[config.mk]
export PLATFORM = sky130hd
export DESIGN_NAME = swg_top
export DESIGN_NICKNAME = d
export VERILOG_FILES = /design/src/logic/swg_pkg.sv /design/src/logic/swg_top.sv
export SDC_FILE = /design/constraint.sdc
export NUM_CORES = 1
export LEC_CHECK = 0
export ABC_AREA = 1
export ABC_CLOCK_PERIOD_IN_PS = 1600
export BUFFER_PORTS_ARGS = -buffer_cell sky130_fd_sc_hd__buf_2
export CAP_MARGIN = 20
export CORE_MARGIN = 2
export CORE_UTILIZATION = 39
export DETAILED_ROUTE_END_ITERATION = 12
export SETUP_SLACK_MARGIN = 0.2
export SLEW_MARGIN = 20
export SYNTH_ARGS = -nofsm -noshare
export SYNTH_HDL_FRONTEND = slang
export SYNTH_SLANG_ARGS = --single-unit
[constraint.sdc]
create_clock -name clk_sys -period 1.6 [get_ports clk_sys]
set_input_delay 0.48 -clock clk_sys [delete_from_list [all_inputs] [get_ports clk_sys]]
set_output_delay 0.48 -clock clk_sys [all_outputs]
set_load 0.05 [all_outputs]
[src/logic/swg_pkg.sv]
// Purpose: constants and carriers for the sleep wake and gate drive block
// Assumes: 40 MHz system clock
// Notes: timing counts derived from printed times
package swg_pkg;
  // -----------------------------------------
  // timing
  // -----------------------------------------
  localparam int unsigned CLK_HZ = 40_000_000;
  localparam int unsigned BLANK_MS = 50;
  localparam int unsigned BLANK_CYC = CLK_HZ / 1000 * BLANK_MS;
  localparam int unsigned SINK_US = 300;
  localparam int unsigned SINK_CYC = CLK_HZ / 1_000_000 * SINK_US;
  localparam int unsigned PUMP_HZ = 32_000;
  // half period, rounded down for 50% duty
  localparam int unsigned PUMP_HALF_CYC = CLK_HZ / (2 * PUMP_HZ);
  localparam int unsigned NUM_GATES = 3;
  localparam int unsigned GATE_DSG = 0;
  localparam int unsigned GATE_CHG = 1;
  localparam int unsigned GATE_PCHG = 2;

  // -----------------------------------------
  // types
  // -----------------------------------------
  typedef enum logic [1:0] {
    SWG_NORMAL = 2'b00,
    SWG_BLANK = 2'b01,
    SWG_ARMED = 2'b10,
    SWG_POWERDOWN = 2'b11
  } swg_mode_e;

  typedef struct packed {
    logic load;
    logic charger;
  } swg_detect_s;

  typedef struct packed {
    logic pump;
    logic sink;
    logic oe_n;
  } swg_gate_s;
endpackage : swg_pkg

[src/logic/swg_top.sv]
// Purpose: sleep wake qualification and power switch gate sequencing
// Assumes: detector inputs are asynchronous comparator levels
// Notes: gate outputs are drive, sink and active-low enable per switch
//
// Summary of operation
// - load detection wakes from sleep
// - powerdown wakes only on charger
// - sleep from voltage, timer or command
// - detectors blanked about 50 ms on entry
// - after blanking, any detection wakes device
// - no detection keeps detectors armed, asleep
// - charger on load monitor also wakes
// - switched-on gate connects to charge pump
// - turn-on drive pulsed 32 kHz, 50%
// - charge gates sink 300 us then float
// - discharge gate sinks 300 us then floats
// - host control makes discharge follow host bit
// - charger plus load wakes from powerdown with switches off
`timescale 1ns/10ps
`default_nettype none
module swg_top
  import swg_pkg::*;
#(
  parameter int unsigned BLANK_CYCLES = BLANK_CYC,
  parameter int unsigned SINK_CYCLES = SINK_CYC
) (
  input wire logic clk_sys,
  input wire logic rstn,
  input wire logic clk_en,
  input wire logic load_monitor_pin,
  input wire logic charger_monitor_pin,
  input wire logic charger_on_load_pin,
  input wire logic sleep_voltage_level,
  input wire logic inactivity_sleep_timer,
  input wire logic sleep_command,
  input wire logic powerdown_request,
  input wire logic host_switch_control,
  input wire logic host_discharge_on,
  input wire logic [NUM_GATES-1:0] auto_gate_on,
  output logic in_sleep,
  output logic detect_enable,
  output logic switches_held_off,
  output swg_gate_s discharge_gate_drive,
  output swg_gate_s charge_gate_drive,
  output swg_gate_s precharge_gate_drive
);

  // -----------------------------------------
  // input synchronisers
  // -----------------------------------------
  logic [5:0] sync1;
  logic [5:0] sync2;
  logic [5:0] next_sync1;
  logic [5:0] next_sync2;
  swg_detect_s det;
  logic chg_on_ld;
  logic sleep_req;
  logic pd_req;

  always_comb begin
    next_sync1 = {powerdown_request, sleep_voltage_level,
                  inactivity_sleep_timer, charger_on_load_pin,
                  charger_monitor_pin, load_monitor_pin};
    next_sync2 = sync1;
  end

  always_ff @(posedge clk_sys or negedge rstn) begin
    if (!rstn) begin
      sync1 <= 6'h00;
      sync2 <= 6'h00;
    end else if (clk_en) begin
      sync1 <= next_sync1;
      sync2 <= next_sync2;
    end
  end

  assign det.load = sync2[0];
  assign det.charger = sync2[1];
  assign chg_on_ld = sync2[2];
  // command comes from same-clock logic, no sync
  assign sleep_req = sync2[3] | sync2[4] | sleep_command;
  assign pd_req = sync2[5];

  // -----------------------------------------
  // sleep and wake sequencer
  // -----------------------------------------
  swg_mode_e mode;
  swg_mode_e next_mode;
  logic [31:0] blank_cnt;
  logic [31:0] next_blank_cnt;
  logic hold_off;
  logic next_hold_off;
  logic wake;

  assign wake = det.load | det.charger | chg_on_ld;

  always_comb begin
    next_mode = mode;
    next_blank_cnt = blank_cnt;
    next_hold_off = hold_off;
    if (hold_off && !det.load) begin
      next_hold_off = 1'b0;
    end
    case (mode)
      SWG_NORMAL: begin
        if (pd_req) begin
          next_mode = SWG_POWERDOWN;
        end else if (sleep_req) begin
          next_mode = SWG_BLANK;
          next_blank_cnt = 32'h0000_0000;
        end
      end
      SWG_BLANK: begin
        // detectors masked, already asleep
        if (blank_cnt >= BLANK_CYCLES - 1) begin
          next_mode = SWG_ARMED;
        end else begin
          next_blank_cnt = blank_cnt + 32'h0000_0001;
        end
      end
      SWG_ARMED: begin
        if (pd_req) begin
          next_mode = SWG_POWERDOWN;
        end else if (wake) begin
          next_mode = SWG_NORMAL;
        end
        // otherwise stay armed
      end
      SWG_POWERDOWN: begin
        if (det.charger) begin
          next_mode = SWG_NORMAL;
          next_hold_off = det.load;
        end
      end
      default: begin
        next_mode = SWG_NORMAL;
      end
    endcase
  end

  always_ff @(posedge clk_sys or negedge rstn) begin
    if (!rstn) begin
      mode <= SWG_NORMAL;
      blank_cnt <= 32'h0000_0000;
      hold_off <= 1'b0;
    end else if (clk_en) begin
      mode <= next_mode;
      blank_cnt <= next_blank_cnt;
      hold_off <= next_hold_off;
    end
  end

  // -----------------------------------------
  // charge pump clock
  // -----------------------------------------
  logic [15:0] pump_cnt;
  logic [15:0] next_pump_cnt;
  logic pump_phase;
  logic next_pump_phase;

  always_comb begin
    next_pump_cnt = pump_cnt + 16'h0001;
    next_pump_phase = pump_phase;
    if (pump_cnt >= 16'(PUMP_HALF_CYC - 1)) begin
      next_pump_cnt = 16'h0000;
      next_pump_phase = ~pump_phase;
    end
  end

  always_ff @(posedge clk_sys or negedge rstn) begin
    if (!rstn) begin
      pump_cnt <= 16'h0000;
      pump_phase <= 1'b0;
    end else if (clk_en) begin
      pump_cnt <= next_pump_cnt;
      pump_phase <= next_pump_phase;
    end
  end

  // -----------------------------------------
  // gate drivers
  // -----------------------------------------
  logic [NUM_GATES-1:0] want_on;
  logic [NUM_GATES-1:0] was_on;
  logic [NUM_GATES-1:0] next_was_on;
  logic [NUM_GATES-1:0][31:0] sink_cnt;
  logic [NUM_GATES-1:0][31:0] next_sink_cnt;
  swg_gate_s [NUM_GATES-1:0] gate;
  swg_gate_s [NUM_GATES-1:0] next_gate;
  logic asleep;

  assign asleep = (mode != SWG_NORMAL);

  always_comb begin
    want_on = auto_gate_on;
    if (host_switch_control) begin
      want_on[GATE_DSG] = host_discharge_on;
    end
    if (asleep || hold_off) begin
      want_on = '0;
    end
  end

  always_comb begin
    next_was_on = want_on;
    next_sink_cnt = sink_cnt;
    for (int i = 0; i < NUM_GATES; i++) begin
      next_gate[i] = '{pump: 1'b0, sink: 1'b0, oe_n: 1'b1};
      if (want_on[i]) begin
        // pumped drive while on; aborts any sink
        next_sink_cnt[i] = 32'h0000_0000;
        next_gate[i] = '{pump: pump_phase, sink: 1'b0, oe_n: 1'b0};
      end else if (was_on[i]) begin
        next_sink_cnt[i] = 32'(SINK_CYCLES);
        next_gate[i] = '{pump: 1'b0, sink: 1'b1, oe_n: 1'b0};
      end else if (sink_cnt[i] > 32'h0000_0001) begin
        next_sink_cnt[i] = sink_cnt[i] - 32'h0000_0001;
        next_gate[i] = '{pump: 1'b0, sink: 1'b1, oe_n: 1'b0};
      end else begin
        next_sink_cnt[i] = 32'h0000_0000; // float
      end
    end
  end

  always_ff @(posedge clk_sys or negedge rstn) begin
    if (!rstn) begin
      was_on <= '0;
      sink_cnt <= '0;
      gate <= {NUM_GATES{3'b001}};
      in_sleep <= 1'b0;
      detect_enable <= 1'b0;
      switches_held_off <= 1'b0;
    end else if (clk_en) begin
      was_on <= next_was_on;
      sink_cnt <= next_sink_cnt;
      gate <= next_gate;
      in_sleep <= (next_mode == SWG_BLANK) || (next_mode == SWG_ARMED);
      detect_enable <= (next_mode == SWG_ARMED);
      switches_held_off <= next_hold_off;
    end
  end

  assign discharge_gate_drive = gate[GATE_DSG];
  assign charge_gate_drive = gate[GATE_CHG];
  assign precharge_gate_drive = gate[GATE_PCHG];

  // -----------------------------------------
  // checks
  // -----------------------------------------
  property p_blank_masks;
    @(posedge clk_sys) disable iff (!rstn)
    (clk_en && mode == SWG_NORMAL && !pd_req && sleep_req)
      |=> (mode == SWG_BLANK) [*2];
  endproperty
  a_blank_masks: assert property (p_blank_masks)
    else $error("blanking not entered");

  property p_armed_wake;
    @(posedge clk_sys) disable iff (!rstn)
    (clk_en && mode == SWG_ARMED && !pd_req && wake) |=> mode == SWG_NORMAL;
  endproperty
  a_armed_wake: assert property (p_armed_wake)
    else $error("armed detection did not wake");

  property p_armed_stay;
    @(posedge clk_sys) disable iff (!rstn)
    (clk_en && mode == SWG_ARMED && !pd_req && !wake) |=> mode == SWG_ARMED;
  endproperty
  a_armed_stay: assert property (p_armed_stay)
    else $error("left sleep without detection");

  property p_pd_load;
    @(posedge clk_sys) disable iff (!rstn)
    (mode == SWG_POWERDOWN && !det.charger) |=> mode != SWG_NORMAL;
  endproperty
  a_pd_load: assert property (p_pd_load)
    else $error("powerdown woke without charger");

  property p_sleep_off;
    @(posedge clk_sys) disable iff (!rstn)
    (clk_en && asleep) |=> !gate[GATE_DSG].pump && !gate[GATE_CHG].pump;
  endproperty
  a_sleep_off: assert property (p_sleep_off)
    else $error("gate driven while asleep");

  property p_sink_start;
    @(posedge clk_sys) disable iff (!rstn)
    (clk_en && was_on[GATE_CHG] && !want_on[GATE_CHG])
      |=> gate[GATE_CHG].sink && !gate[GATE_CHG].oe_n;
  endproperty
  a_sink_start: assert property (p_sink_start)
    else $error("charge sink pulse missing");

  property p_dsg_sink;
    @(posedge clk_sys) disable iff (!rstn)
    (clk_en && was_on[GATE_DSG] && !want_on[GATE_DSG])
      |=> gate[GATE_DSG].sink;
  endproperty
  a_dsg_sink: assert property (p_dsg_sink)
    else $error("discharge sink pulse missing");

  property p_host_dsg;
    @(posedge clk_sys) disable iff (!rstn)
    (clk_en && host_switch_control && !asleep && !hold_off)
      |=> (was_on[GATE_DSG] == $past(host_discharge_on));
  endproperty
  a_host_dsg: assert property (p_host_dsg)
    else $error("discharge ignores host bit");

  property p_abort;
    @(posedge clk_sys) disable iff (!rstn)
    (clk_en && want_on[GATE_PCHG]) |=> !gate[GATE_PCHG].sink;
  endproperty
  a_abort: assert property (p_abort)
    else $error("sink not aborted on turn-on");

endmodule : swg_top
`default_nettype wire

# Yosys cells after proc, flatten, opt, wreduce, memory -nomap -nowiden
# Index checks and enable logic that the tools add are counted.
[word_totals] ff_bits=174 inputBits=15 output_inout_bits=12 elab_cells=89
[op_classes] n_addsub=5 n_lt_le_gt_ge=5 eq_ne=8 n_mux=35 n_bitwise=5 n_reduce_logical=9
[ops] operator="$mux 32" count=12
[ops] operator="$gt 32x1->1 const B" count=3
[ops] operator="$sub 32x1->32 const B" count=3
[ops] operator="$pmux 32 s2" count=1
[ops] operator="$add 32x1->32 const B" count=1
[ops] operator="$ge 32x21->1 const B" count=1
[ops] operator="$mux 2" count=12
[ops] operator="$add 16x1->16 const B" count=1
[ops] operator="$ge 16x10->1 const B" count=1
[ops] operator="$mux 16" count=1
[ops] operator="$mux 3" count=4
[ops] operator="$pmux 2 s4" count=1
[ops] operator="$eq 2x2->1 const B" count=3
[ops] operator="$ne 2x2->1 const B" count=3
[ops] operator="$reduce_and 5->1" count=1
[ops] operator="$eq 2x1->1 const B" count=2
[ops] operator="$mux 1" count=4
[ops] operator="$or 1x1->1" count=4
[ops] operator="$reduce_bool 2->1" count=2
[ops] operator="$logic_not 2->1" count=1
[ops] operator="$logic_or 1x1->1" count=2
[ops] operator="$reduce_and 2->1" count=1
[ops] operator="$logic_and 1x1->1" count=1
[ops] operator="$logic_not 1->1" count=1
[ops] operator="$not 1->1" count=1

# Logic depth before layout (Yosys ltp)
[depth] ltp_word=7 mapped_depth=14 mapped_depth_nobuf=14

# Least setup slack after synthesis
# No wires, ideal clock.
[synth_timing] kind="register to register" from="reg blank_cnt[0]" to="reg in_sleep" setup_ns=0.083 arrival_time_ns=1.661 required_ns=1.517 slack_ns=-0.144 path_stages_with_launch=14 path_buffers=0 synth_period_minus_slack_ns=1.744 cell_sequence="dfrtp_1 ha_1 nand2_1 inv_1 nand2_2 nand2_1 nand2_1 nand2_1 nand2_1 nand2_1 nand2_2 nand3_1 ha_1 o21ai_0"
[synth_between] elab_chain_len=5 word_cells_on_any_way=6 classes_between="order compare (1); eq/ne (2); mux (2); reduce/logical (1)"
[synth_lines] item="from (decl)" line="swg_top.sv:89" rtl="logic [31:0] blank_cnt;"
[synth_lines] item="from (signal assigned)" line="swg_top.sv:148" rtl="blank_cnt <= next_blank_cnt;"
[synth_lines] item="$ge 32x21->1 (*)" line="swg_top.sv:115" rtl="if (blank_cnt >= BLANK_CYCLES - 1) begin"
[synth_lines] item="$mux 2 (*)" line="swg_top.sv:115"
[synth_lines] item="$pmux 2 s4 (*)" line="swg_top.sv:104" rtl="case (mode)"
[synth_lines] item="$eq 2x1->1 or $eq 2x2->1 (tied branches)" line="swg_top.sv:237" rtl="in_sleep <= (next_mode == SWG_BLANK) || (next_mode == SWG_ARMED);"
[synth_lines] item="$logic_or 1x1->1 (*)" line="swg_top.sv:237"
[synth_lines] item="to (signal assigned)" line="swg_top.sv:237"
[synth_lines] item="to (decl)" line="swg_top.sv:40" rtl="output logic in_sleep,"
# Every way passes the cells marked *; elsewhere a longest branch is shown, timed or not.
# A chain may end at the register's enable or synchronous reset.

# Worst setup path in the final report
[layout_timing] from="reg blank_cnt[1]" to="reg in_sleep"
# Same word-level chain as after synthesis.

==> flow_summary.yaml <==
routing:
  drcViolationCount: 0
  routedWlPerCell_um: 13.9
  vias: 9682
  ant_nets: 0
  avgViaCountPerCell: 4.95
  drtPass1Iterations: 5
  wl_um: 27200
  drt-initial-drc-count: 632
place:
  placed_cells: 1869
  post-dp-hpwl_um: 17500
  place_ws_ns: -0.262
  post_dp_cell_area_sq_um: 12100
  place_congestion: 0.858
  io_buffers: 26
yosys:
  yosysSeqAreaShare_pct: 44.8
  yosys.area.top_type_share_pct: 44.0
  ys_async_sr_fraction_pct: 100
  synth-edff-count: 0
  syn_inst: 1330
  synth_ff_type: "dfrtp_1"
  yosysTopAreaCell: "dfrtp_1"
  synthDistinctLibCells: 39
  yosys_warnings: 0
  yosys_register_bits: 174
  syn-cell-area_sq_um: 9720
  synth_fp_nets: 1355
  postSynthAreaPerCell_sq_um: 7.31
  synthTopCellsByArea: "dfrtp_1 44%, nand2_1 14%, nor2_1 7.5%, nand3_1 5.5%, inv_1 5.3%"
sta:
  finalMaxSlewViolations: 0
  rsz0062_at_grt: "true"
  timing.fmax_ghz: 0.568
  setup_viol_count_final: 126
  tightest_slew_ns: 0.458
  finClkSkew_ns: 0.0181
  timing.final.crit_period_ns: 1.76
  min_period_over_period_pct: 110
  hold_viol: 0
  slew_headroom_pct: 69.3
  setup_ws_ns: -0.160
setup_path:
  slowest_delay_ns: 0.40
  critPathRequiredTime_ns: 1.93
  critPathLaunchType: "flip-flop"
  worstPathCellList: "ha_2, nand2_2, inv_2, nand2_2, nand2_1, nand2_1, nand2_1, nand2_2, nand2_2, nand2_4, nand3_4, ha_4, o21ai_1"
  setup.worst_path.class: "flip-flop to flip-flop"
  worstReg2RegStart: "blank_cnt[1]$_DFFE_PN0P_"
  critPathArrivalTime_ns: 2.09
  cp-startpoint: "blank_cnt[1]$_DFFE_PN0P_"
  crit_family: "simple AND/OR/NAND/NOR gates"
  worstSetupEndpointType: "flip-flop"
  r2r-end: "in_sleep$_DFFE_PN0P_"
  cp_slowest_cell: "dfrtp_1"
  path_buf_inv: 1
  r2r_setup_slack_ns: -0.16
  crit_fanout: 3
  cp_common_cell: "nand2_2"
  reg2reg_depth: 13
die:
  dieWidth_um: 162
  initial_utilization_pct: 39.8
  io_pins: 27
  num_rows: 57
  dieArea_sq_um: 26200
  core-area_sq_um: 24400
  die_y_um: 162
clock_tree:
  cts_sinks: 174
  cts_buffer_depth: 2
  cts_tree: "built"
  insertion_delay_ns: 0.44
  htree_levels: 4
  cts-root-buf: "clkbuf_16"
  numCtsBuffers: 17
  path_clk_slew_ns: 0.09
power_and_ir_drop:
  peakVddDrop_uv: 768
  p_per_area_nw_per_um2: 1420
  leakage_nw: 7.07
  power.total_mw: 20.8
cells_and_area:
  drive_above_1_share_pct: 38.9
  fin_cells: 1956
  area_delta_synth_final_pct: 50.5
  finalInstanceArea_sq_um: 14600
  layout.nets: 1644
  fin_util_pct: 60.0
  insertedDiodeCount: 0
worst_hold_path:
  hold_path_depth: 3
  hold_start: "sleep_voltage_level"
  min_to: "next_sync2[4]$_DFFE_PN0P_"
  hold_class: "input port to flip-flop"
status:
  failed_checks: "negative setup slack"
  status: "finished with violations"
global_routing:
  grt_max_degree: 57
  grt_antenna_before_repair: 0
  overflow: 0
  grt_util_all_layers_pct: 19.8
  grt_pass1_vias: 9035
  grt_pass1_wl_um: 42900
run:
  maxCapViolCount: 0
-- metrics by stage --
stage               setup TNS [ns]  hold WS, ns
floorplan                  -0.0174        0.184
global placement            -11.90        0.354
detailed placement          -16.28        0.351
CTS                          -4.95        0.223
global route                -20.07        0.220
finish                       -9.35        0.240
-- placed cells by master, fill, tap and decap left out, drive strengths merged, types with 2 or more instances in the layout --
cell type / synthesis / layout
buf: 10 / 290
clkbuf: 18 / 23
dfrtp: 171 / 171
ha: 10 / 10
nor2: 212 / 212
nor3: 29 / 29
inv: 140 / 144
dfstp: 3 / 3
nand3: 106 / 106
and2: 2 / 2
clkinv: 1 / 10
o21a: 4 / 4
o211ai: 4 / 4
nand4: 22 / 22
o22ai: 20 / 20
clkinvlp: 0 / 2
a21oi: 24 / 24
nand2: 378 / 379
xor2: 40 / 40
nand3b: 5 / 5
o21bai: 7 / 7
o21ai: 108 / 108
or2: 2 / 2
xnor2: 9 / 9
-- repair_timing --
action | in CTS | in global routing
hold endpoints to repair | 11 | 0
resized for setup | 98 | 264
hold buffers | 1 | 0
setup buffers | 8 | 38
cloned | 1 | 7
pin swaps | 26 | 90
setup endpoints to repair | 163 | 164
-- cell families after synthesis --
group	synth area share (%)
compound gates	9.67
xor+xnor	4.42
buf+inv	6.98
simple gates	32.8
flops	44.8
fa+ha+maj	1.29
-- synthesized netlist by cell type, types with 3 or more instances --
cell	number
nand2_1	372
nor2_1	195
dfrtp_1	171
inv_1	138
nand3_1	106
o21ai_0	85
xor2_1	40
nor3_1	28
a21oi_1	24
o21ai_1	23
nand4_1	22
o22ai_1	20
clkbuf_1	18
nor2_2	12
ha_1	10
xnor2_1	9
o21bai_1	7
nand2_2	5
nand3b_1	5
nor2_4	5
buf_6	4
o211ai_1	4
o21a_1	4
buf_4	3
dfstp_2	3
-- flip-flops by register name, summed over array words and instances (netlist names) --
register              cells
charge_gate_drive         3
pump_cnt                 16
pump_phase                1
next_sync2                6
was_on                    3
detect_enable             1
precharge_gate_drive      3
in_sleep                  1
discharge_gate_drive      3
sink_cnt                 96
blank_cnt                32
mode                      2
sync2                     6
switches_held_off         1
-- power by group --
part / internal [mW] / switching [mW] / leakage, nW
Sequential: 5.16 / 0.733 / 2.30
Clock: 2.16 / 2.20 / 0.305
Combinational: 4.86 / 5.65 / 4.47
-- worst min-delay path, delay by kind of cell --
| family | cells | cell delay, ns |
|---|---|---|
| buffers and inverters | 1 | 0.08 |
| and+or+nand+nor | 2 | 0.10 |
-- worst max-delay path by stage --
stage / slack (ns) / endpoint / cells after the start
3_3_place_gp: -0.24 / sink_cnt[57]$_DFFE_PN0P_ / 6
6_report: -0.16 / in_sleep$_DFFE_PN0P_ / 13
4_1_cts: -0.10 / sink_cnt[31]$_DFFE_PN0P_ / 10
5_1_grt: -0.24 / in_sleep$_DFFE_PN0P_ / 13
2_1_floorplan: -0.02 / in_sleep$_DFFE_PN0P_ / 13
3_5_place_dp: -0.26 / sink_cnt[57]$_DFFE_PN0P_ / 6
-- final cells by class --
cell class / count / area [sq um]
multi-input cells: 988 / 6000
flip-flops and latches: 174 / 4360
fillers: 2129 / 9770
inverters: 141 / 568
well taps: 324 / 405
clock inverters: 15 / 211
repair buffers: 297 / 2650
clock buffers: 17 / 425
-- routing by layer --
layer | up-vias | part of all wire, % | GRT usage (%)
met5 | - | 0 | 0
met1 | 4658 | 45 | 26.8
met4 | 0 | 0.90 | 4.51
met2 | 141 | 51 | 33.2
met3 | 21 | 3.1 | 3.40
li1 | 4862 | - | -
(Power assumes the default switching activity.)
